$ cat src/include/cpw_pkg.sv
// package: constants and types for the pwm unit
package cpw_pkg;
  localparam int unsigned DUTY_W = 10;
  localparam int unsigned CNT_W = 8;
  localparam int unsigned PRE_W = 4;
  localparam int unsigned MODE_W = 4;
  localparam logic [7:0] PERIOD_LIMIT_RST = 8'hff;
  localparam logic [7:0] DUTY_HI_RST = 8'h00;
  localparam logic [7:0] DUTY_LO_RST = 8'h00;
  localparam logic [3:0] MODE_RST = 4'h0;
  localparam logic [1:0] PWM_MODE_TOP = 2'h3;
  localparam int unsigned LEFT_HI_POS = 2;
  localparam int unsigned LEFT_LO_POS = 6;
  localparam int unsigned RIGHT_HI_POS = 8;
  localparam int unsigned DIV_SYS = 4;
  localparam real MCLK_MHZ = 20.0;
  localparam int unsigned PRE_BITS_SHIFT = 2;
  typedef enum logic [2:0]
  {
    PRE_1 = 3'b000,
    PRE_2 = 3'b001,
    PRE_4 = 3'b010,
    PRE_8 = 3'b011,
    PRE_16 = 3'b100,
    PRE_32 = 3'b101,
    PRE_64 = 3'b110,
    PRE_128 = 3'b111
  } cpw_pre_t;
  typedef enum logic [0:0]
  {
    ST_IDLE = 1'b0,
    ST_RUN = 1'b1
  } cpw_state_t;
endpackage

$ cat src/include/cpw_tb_if.sv
// interface: time-base link between the prescaler and the compare core
`timescale 1ns/1ps
`default_nettype none
interface cpw_tb_if;
  logic tick;
  logic [1:0] low_bits;
  modport src (output tick, output low_bits);
  modport dst (input tick, input low_bits);
endinterface
`default_nettype wire

$ cat src/cpw_prescale.sv
// module: system-clock phase and timer prescaler for the period counter
`timescale 1ns/1ps
`default_nettype none
module cpw_prescale
  import cpw_pkg::*;
(
  input wire logic i_mclk,
  input wire logic i_rst_n,
  input wire logic i_run,
  input wire cpw_pkg::cpw_pre_t i_pre,
  cpw_tb_if.src o_tb
);
  import cpw_pkg::*;
  typedef struct packed
  {
    logic [1:0] phase;
    logic [6:0] pre;
  } cpw_ps_t;
  cpw_ps_t r;
  cpw_ps_t next_r;
  logic [6:0] pre_max;
  logic [1:0] low2;
  always_comb
  begin
    pre_max = 7'((8'h01 << i_pre) - 8'h01);
    next_r = r;
    if (i_run)
    begin
      // system clock split into four phases: one instruction tick
      next_r.phase = r.phase + 2'h1;
      if (r.phase == 2'h3)
        next_r.pre = (r.pre >= pre_max) ? 7'h00 : r.pre + 7'h01;
    end
  end
  always_comb
  begin
    // low two bits: clock phase at 1:1, prescaler bit and top phase bit at 1:2, else top prescaler bits
    unique case (i_pre)
      PRE_1: low2 = r.phase;
      PRE_2: low2 = {r.pre[0], r.phase[1]};
      default: low2 = 2'(r.pre >> (i_pre - 3'h2));
    endcase
  end
  assign o_tb.low_bits = low2;
  assign o_tb.tick = i_run && r.phase == 2'h3 && r.pre >= pre_max;
  always_ff @(posedge i_mclk)
  begin
    if (!i_rst_n)
      r <= '0;
    else
      r <= next_r;
  end
endmodule
`default_nettype wire

$ cat src/cpw_pwm.sv
// module: standard pwm unit with period counter and buffered duty value
`timescale 1ns/1ps
`default_nettype none
// How it works
// - compare needs running timer; sleep halts it
// - ten-bit pwm waveform on pin
// - rollover clears counter, sets pin unless duty is zero or beyond period, reloads
// - period is (limit+1)*4*tosc*prescale
// - postscaler does not affect period
// - duty write takes effect at rollover
// - width equals duty*tosc*prescale
// - time base: counter plus two bits
// - pin clears when time base matches
// - resolution log2 of 4*(limit+1)
// - duty beyond period leaves pin unchanged
// - sleep freezes counter and pin
// - frequency follows system clock
// - reset restores inputs and register defaults
// - alignment one: left-aligned duty
// - alignment zero: right-aligned duty
module cpw_pwm
  import cpw_pkg::*;
(
  input wire logic i_mclk,
  input wire logic i_rst_n,
  input wire logic i_unit_enable,
  input wire logic [3:0] i_unit_mode,
  input wire logic i_duty_alignment,
  input wire logic [7:0] i_duty_hi,
  input wire logic [7:0] i_duty_lo,
  input wire logic i_duty_wr,
  input wire logic [7:0] i_period_limit,
  input wire logic i_period_limit_wr,
  input wire logic i_timer_on,
  input wire cpw_pkg::cpw_pre_t i_timer_prescale_select,
  input wire logic i_sleep,
  input wire logic i_pin_direction,
  input wire logic i_period_match_flag_clr,
  output logic o_waveform_pin,
  output logic o_waveform_pin_oe_n,
  output logic o_unit_out,
  output logic [7:0] o_period_counter,
  output logic o_period_match_flag,
  output logic o_running
);
  import cpw_pkg::*;
  typedef struct packed
  {
    cpw_state_t st;
    logic [7:0] cnt;
    logic [7:0] limit;
    logic [7:0] dhi;
    logic [7:0] dlo;
    logic [9:0] duty_buf;
    logic out;
    logic flag;
  } cpw_st_t;
  cpw_st_t r;
  cpw_st_t next_r;
  cpw_tb_if tb ();
  logic pwm_mode;
  logic run;
  logic [9:0] duty_reg;
  logic [9:0] time_base;
  logic [9:0] span;

  // duty value unpacking by alignment
  function automatic logic [9:0] duty_of(input logic left, input logic [7:0] hi, input logic [7:0] lo);
    if (left)
      return {hi, lo[7:LEFT_LO_POS]};
    return {hi[1:0], lo};
  endfunction

  assign pwm_mode = i_unit_enable && i_unit_mode[3:2] == PWM_MODE_TOP;
  // sleep gates the whole time base, so counter, prescaler and compare hold
  // matching only advances while the timer runs
  assign run = i_timer_on && !i_sleep;
  assign duty_reg = duty_of(i_duty_alignment, r.dhi, r.dlo);
  assign time_base = {r.cnt, tb.low_bits};
  // one period spans 4*(limit+1) time-base steps
  assign span = {r.limit, 2'h3};

  // postscaler is deliberately absent from this path
  cpw_prescale u_pre
  (
    .i_mclk(i_mclk),
    .i_rst_n(i_rst_n),
    .i_run(run),
    .i_pre(i_timer_prescale_select),
    .o_tb(tb)
  );

  always_comb
  begin
    next_r = r;
    if (i_period_limit_wr)
      next_r.limit = i_period_limit;
    if (i_duty_wr)
    begin
      // writes land in the holding pair only, never the live compare
      next_r.dhi = i_duty_hi;
      next_r.dlo = i_duty_lo;
    end
    if (i_period_match_flag_clr)
      next_r.flag = 1'b0;
    next_r.st = run ? ST_RUN : ST_IDLE;
    if (run && pwm_mode)
    begin
      // pin clears on match; a duty beyond the span never matches
      // width is duty time-base steps from rollover
      if (time_base == r.duty_buf && r.duty_buf <= span)
        next_r.out = 1'b0;
    end
    if (run && tb.tick)
    begin
      if (r.cnt == r.limit)
      begin
        next_r.cnt = 8'h00;
        next_r.flag = 1'b1; // set wins over clear
        if (pwm_mode)
        begin
          next_r.duty_buf = duty_reg;
          // zero duty keeps pin low; oversize duty holds level
          if (duty_reg == 10'h000)
            next_r.out = 1'b0;
          else if (duty_reg <= span)
            next_r.out = 1'b1;
        end
      end
      else
        next_r.cnt = r.cnt + 8'h01;
    end
    if (!i_unit_enable)
      next_r.out = 1'b0;
  end

  always_ff @(posedge i_mclk)
  begin
    if (!i_rst_n)
    begin
      r.st <= ST_IDLE;
      r.cnt <= 8'h00;
      r.limit <= PERIOD_LIMIT_RST;
      r.dhi <= DUTY_HI_RST;
      r.dlo <= DUTY_LO_RST;
      r.duty_buf <= 10'h000;
      r.out <= 1'b0;
      r.flag <= 1'b0;
    end
    else
      r <= next_r;
  end

  assign o_waveform_pin = r.out;
  // driver follows pin direction in pwm mode only; reset leaves it as input
  assign o_waveform_pin_oe_n = !i_rst_n || i_pin_direction || !pwm_mode;
  assign o_unit_out = r.out;
  assign o_period_counter = r.cnt;
  assign o_period_match_flag = r.flag;
  assign o_running = r.st == ST_RUN;
endmodule
`default_nettype wire

$ cat config.mk
export PLATFORM = sky130hd
export DESIGN_NAME = cpw_pwm
export DESIGN_NICKNAME = d
export VERILOG_FILES = /design/src/include/cpw_pkg.sv /design/src/include/cpw_tb_if.sv /design/src/cpw_prescale.sv /design/src/cpw_pwm.sv
export SDC_FILE = /design/constraint.sdc
export NUM_CORES = 1
export LEC_CHECK = 0
export BUFFER_PORTS_ARGS = -buffer_cell sky130_fd_sc_hd__buf_4
export CAP_MARGIN = 20
export CORE_ASPECT_RATIO = 1.75
export CORE_MARGIN = 2
export CORE_UTILIZATION = 61
export DETAILED_ROUTE_END_ITERATION = 10
export PLACE_DENSITY = 0.92
export SETUP_SLACK_MARGIN = 0.05
export SLEW_MARGIN = 20
export SYNTH_ARGS = -nofsm -noshare
export SYNTH_HDL_FRONTEND = slang
export SYNTH_SLANG_ARGS = --single-unit
$ cat constraint.sdc
create_clock -name i_mclk -period 7.9 [get_ports i_mclk]
set_clock_uncertainty 0.15 [all_clocks]
set_input_delay 0 -clock i_mclk [delete_from_list [all_inputs] [get_ports i_mclk]]
set_output_delay 0 -clock i_mclk [all_outputs]
set_load 0.02 [all_outputs]
==> results.sh <==
export IMPL_tightest_slew_ns=0.666
export IMPL_synthMostInstantiatedCell="dfxtp_1"
export IMPL_hold_depth=4
export IMPL_worst_slack_ns=4.95
export IMPL_synth_net_count=437
export IMPL_clock_fmax_mhz=339
export IMPL_clock_root_buffer="clkbuf_8"
export IMPL_insertion_delay_ns=0.31
export IMPL_internal_power_uw=417
export IMPL_num_vias=3108
export IMPL_ff2ff_path_depth=8
export IMPL_cts_sinks=54
export IMPL_yosys_cell_types_count=55
export IMPL_synthSimpleGateAreaFrac_pct=18.5
export IMPL_synth_seq_area_share_pct=31.6
export IMPL_fin_crit_ns=2.95
export IMPL_drv_cap=0
export IMPL_avgSynthCellArea_um2=9.38
export IMPL_crit_path_end_kind="flip-flop"
export IMPL_status="complete, no violations"
export IMPL_wl_per_cell_um=17.3
export IMPL_ys_ff_latch=54
export IMPL_synth_adder_area_share_pct=11.3
export IMPL_io_buffers=51
export IMPL_synth_top_family_by_area="simple AND/OR/NAND/NOR gates"
export IMPL_power_switching_uw=150
export IMPL_r2r_end="o_period_counter[7]$_SDFFE_PN0N_"
export IMPL_core_area_um2=5500
export IMPL_final_hold_viol_count=0
export IMPL_clk_path_buf_depth=2
export IMPL_crit_fanout=10
export IMPL_drtIter0Drc=184
export IMPL_vdd_drop_max_mv=0.122
export IMPL_dieWidth_um=60.6
export IMPL_arrival_ns=3.04
export IMPL_dpl_cell_area_um2=3750
export IMPL_rrSetupSlack_ns=4.95
export IMPL_async_flop_share_pct=0
export IMPL_synthFlopType="dfxtp_1"
export IMPL_synth_edf_count=0
export IMPL_h_tree_depth=2
export IMPL_nNetsFinal=537
export IMPL_wirelength_mm=9.37
export IMPL_n_fill_cell=311
export IMPL_synthMuxAreaShare_pct=14.0
export IMPL_swShare_pct=26.4
export IMPL_synth_warning_count=0
export IMPL_cts_tree="done"
export IMPL_r2r_start="u_pre.r[0]$_SDFFE_PN0P_"
export IMPL_clkSlewWorstSetupHoldPaths_ns=0.10
export IMPL_synth_compound_area_share_pct=10.0
export IMPL_hp_class="input pin to flip-flop"
export IMPL_grt_max_degree=44
export IMPL_grt_pass1_vias=3200
export IMPL_gp_congestion=0.919
export IMPL_seq_power_share_pct=51.1
export IMPL_hold_start="i_timer_on"
export IMPL_gr_usage_met3_pct=4.27
export IMPL_synth_top_area_share_pct=31.6
export IMPL_grt_busiest_layer="met2"
export IMPL_dpl_hpwl_mm=5.65
export IMPL_stdcell_area_um2=4520
export IMPL_setup_tns_final_ns=0
export IMPL_start_util_pct=62.3
export IMPL_ios=54
export IMPL_ys_top_cells_by_area="dfxtp_1 (32%), ha_1 (11%), mux2i_1 (8.8%)"
export IMPL_gr_total_overflow=0
export IMPL_routed_via_density=5.73
export IMPL_fin_crit_sh_pct=37.4
export IMPL_grtUsageTotal_pct=31.7
export IMPL_synthXorXnorAreaFrac_pct=8.19
export IMPL_n_antenna_cell=0
export IMPL_power_density_nw_per_um2=125
export IMPL_use_met2_pct=56.3
export IMPL_criticalPathCategory="flip-flop to flip-flop"
export IMPL_die_h_um=103
export IMPL_antenna_found_initial=0
export IMPL_whs_endpoint="u_pre.r[8]$_SDFFE_PN0P_"
export IMPL_dr_pass1_iters=4
export IMPL_syn_cell_area_um2=3420
export IMPL_grt_pass1_wl_mm=14.9
export IMPL_holdWs_ns=0.0284
export IMPL_p_clk_share_pct=29.3
export IMPL_dieArea_um2=6250
export IMPL_pre_cts_ws_ns=4.79
export IMPL_post_cts_resized=0
export IMPL_startpoint_type="flip-flop"
export IMPL_synth_commonest_cells="dfxtp_1 (54), ha_1 (31), mux2i_1 (30), nor2b_1 (30), xor2_1 (23)"
export IMPL_rsz0062_at_grt="no"
export IMPL_met1_usage_pct=34.6
export IMPL_antenna_left=0
export IMPL_numCtsBuffers=5
export IMPL_relSlewSlack_pct=55.5
export IMPL_setup_viol=0
export IMPL_synthCells=365
export IMPL_required_ns=7.99
export IMPL_synth_top_cell_by_area="dfxtp_1"
export IMPL_p_leak_uw=0.00203
export IMPL_maxSlewViolCount=0
export IMPL_drive_above_1_share_pct=18.2
export IMPL_area_growth_pct=32.1
export IMPL_drc=0
export IMPL_p_comb_share_pct=19.6
export IMPL_rows=36
state kept, by name, summed over array words and instances (netlist names):
register             cells
r                       34
u_pre.r                  9
o_period_counter         8
o_period_match_flag      1
o_running                1
o_unit_out               1
through the flow:
step | instances | utilization, % | total power, uW
finish | 542 | 82.3 | 566
global route | 542 | 82.3 | 589
CTS | 542 | 82.3 | 560
detailed placement | 467 | 68.3 | 371
global placement | 467 | 68.3 | 367
floorplan | 365 | - | 342
worst max-delay path by stage:
stage                                from                                to  slack, ns  cells past startpoint
3_5_place_dp   i_timer_prescale_select[1]  o_period_counter[7]$_SDFFE_PN0N_       4.79                     12
4_1_cts           u_pre.r[0]$_SDFFE_PN0P_  o_period_counter[7]$_SDFFE_PN0N_       5.05                      8
3_3_place_gp   i_timer_prescale_select[1]  o_period_counter[7]$_SDFFE_PN0N_       4.92                     11
2_1_floorplan  i_timer_prescale_select[1]  o_period_counter[6]$_SDFFE_PN0N_       5.37                     12
6_report          u_pre.r[0]$_SDFFE_PN0P_  o_period_counter[7]$_SDFFE_PN0N_       4.95                      8
5_1_grt           u_pre.r[0]$_SDFFE_PN0P_  o_period_counter[7]$_SDFFE_PN0N_       4.80                      8
layout make-up:
cell class | instances | area [um^2] | share of cell area [%]
Clock buffer | 7 | 86.3 | 1.91
Sequential cell | 54 | 1080 | 23.9
Multi-Input combinational cell | 268 | 2120 | 47.0
Timing Repair Buffer | 119 | 1060 | 23.5
Inverter | 17 | 63.8 | 1.41
Clock inverter | 1 | 8.76 | 0.194
Tap cell | 76 | 95.1 | 2.10
worst max-delay path: stages (launching register included):
cell and delay [ns]:
dfxtp_1 0.48, inv_1 0.09, ha_1 0.30, nor2b_1 0.14
o21ai_1 0.14, a2111oi_2 0.62, or2_1 0.45, o21ai_1 0.30
a21oi_1 0.21
cells by family after synthesis:
group,count (synthesis)
multiplexers,45
XOR/XNOR,32
AO/OA/AOI/OAI,48
flip-flops,54
adder cells (fa/ha/maj),31
buffers and inverters,43
AND/OR/NAND/NOR,112
routing by layer:
metal,wire length (um),vias to the layer above
li1,-,1471
met1,3540,1473
met2,4970,120
met3,348,44
met4,515,0
met5,0,-
timing repair:
action	4_1_cts	5_1_grt
setup buffers	0	0
hold endpoints to repair	40	0
hold buffers	67	0
cells in the final DEF (no fill, tap or decap), types with 4 or more instances in the layout:
| cell | synthesis | final |
|---|---|---|
| nand3_1 | 5 | 5 |
| clkbuf_8 | 0 | 6 |
| dlygate4sd3_1 | 0 | 67 |
| buf_4 | 10 | 52 |
| ha_1 | 31 | 31 |
| or3_1 | 5 | 5 |
| nor2b_1 | 30 | 30 |
| dfxtp_1 | 54 | 54 |
| mux2i_1 | 30 | 30 |
| a211oi_1 | 4 | 4 |
| nor2_1 | 19 | 19 |
| o211ai_1 | 8 | 8 |
| xnor2_1 | 9 | 9 |
| inv_1 | 17 | 17 |
| a21oi_1 | 12 | 12 |
| nor4_1 | 7 | 7 |
| xor2_1 | 23 | 23 |
| o21ai_0 | 4 | 4 |
| mux2_2 | 14 | 14 |
| nand2_1 | 19 | 19 |
| nand4_1 | 5 | 5 |
power by group through the flow:
stage / Clock [uW] / Combinational, uW / Sequential [uW]
final: 166 / 111 / 289
after global routing: 179 / 120 / 290
after CTS: 166 / 105 / 288
after detailed placement: 0 / 76.6 / 294
after global placement: 0 / 73.5 / 294
after floorplan: 0 / 50.0 / 292
(Power assumes the default switching activity.)
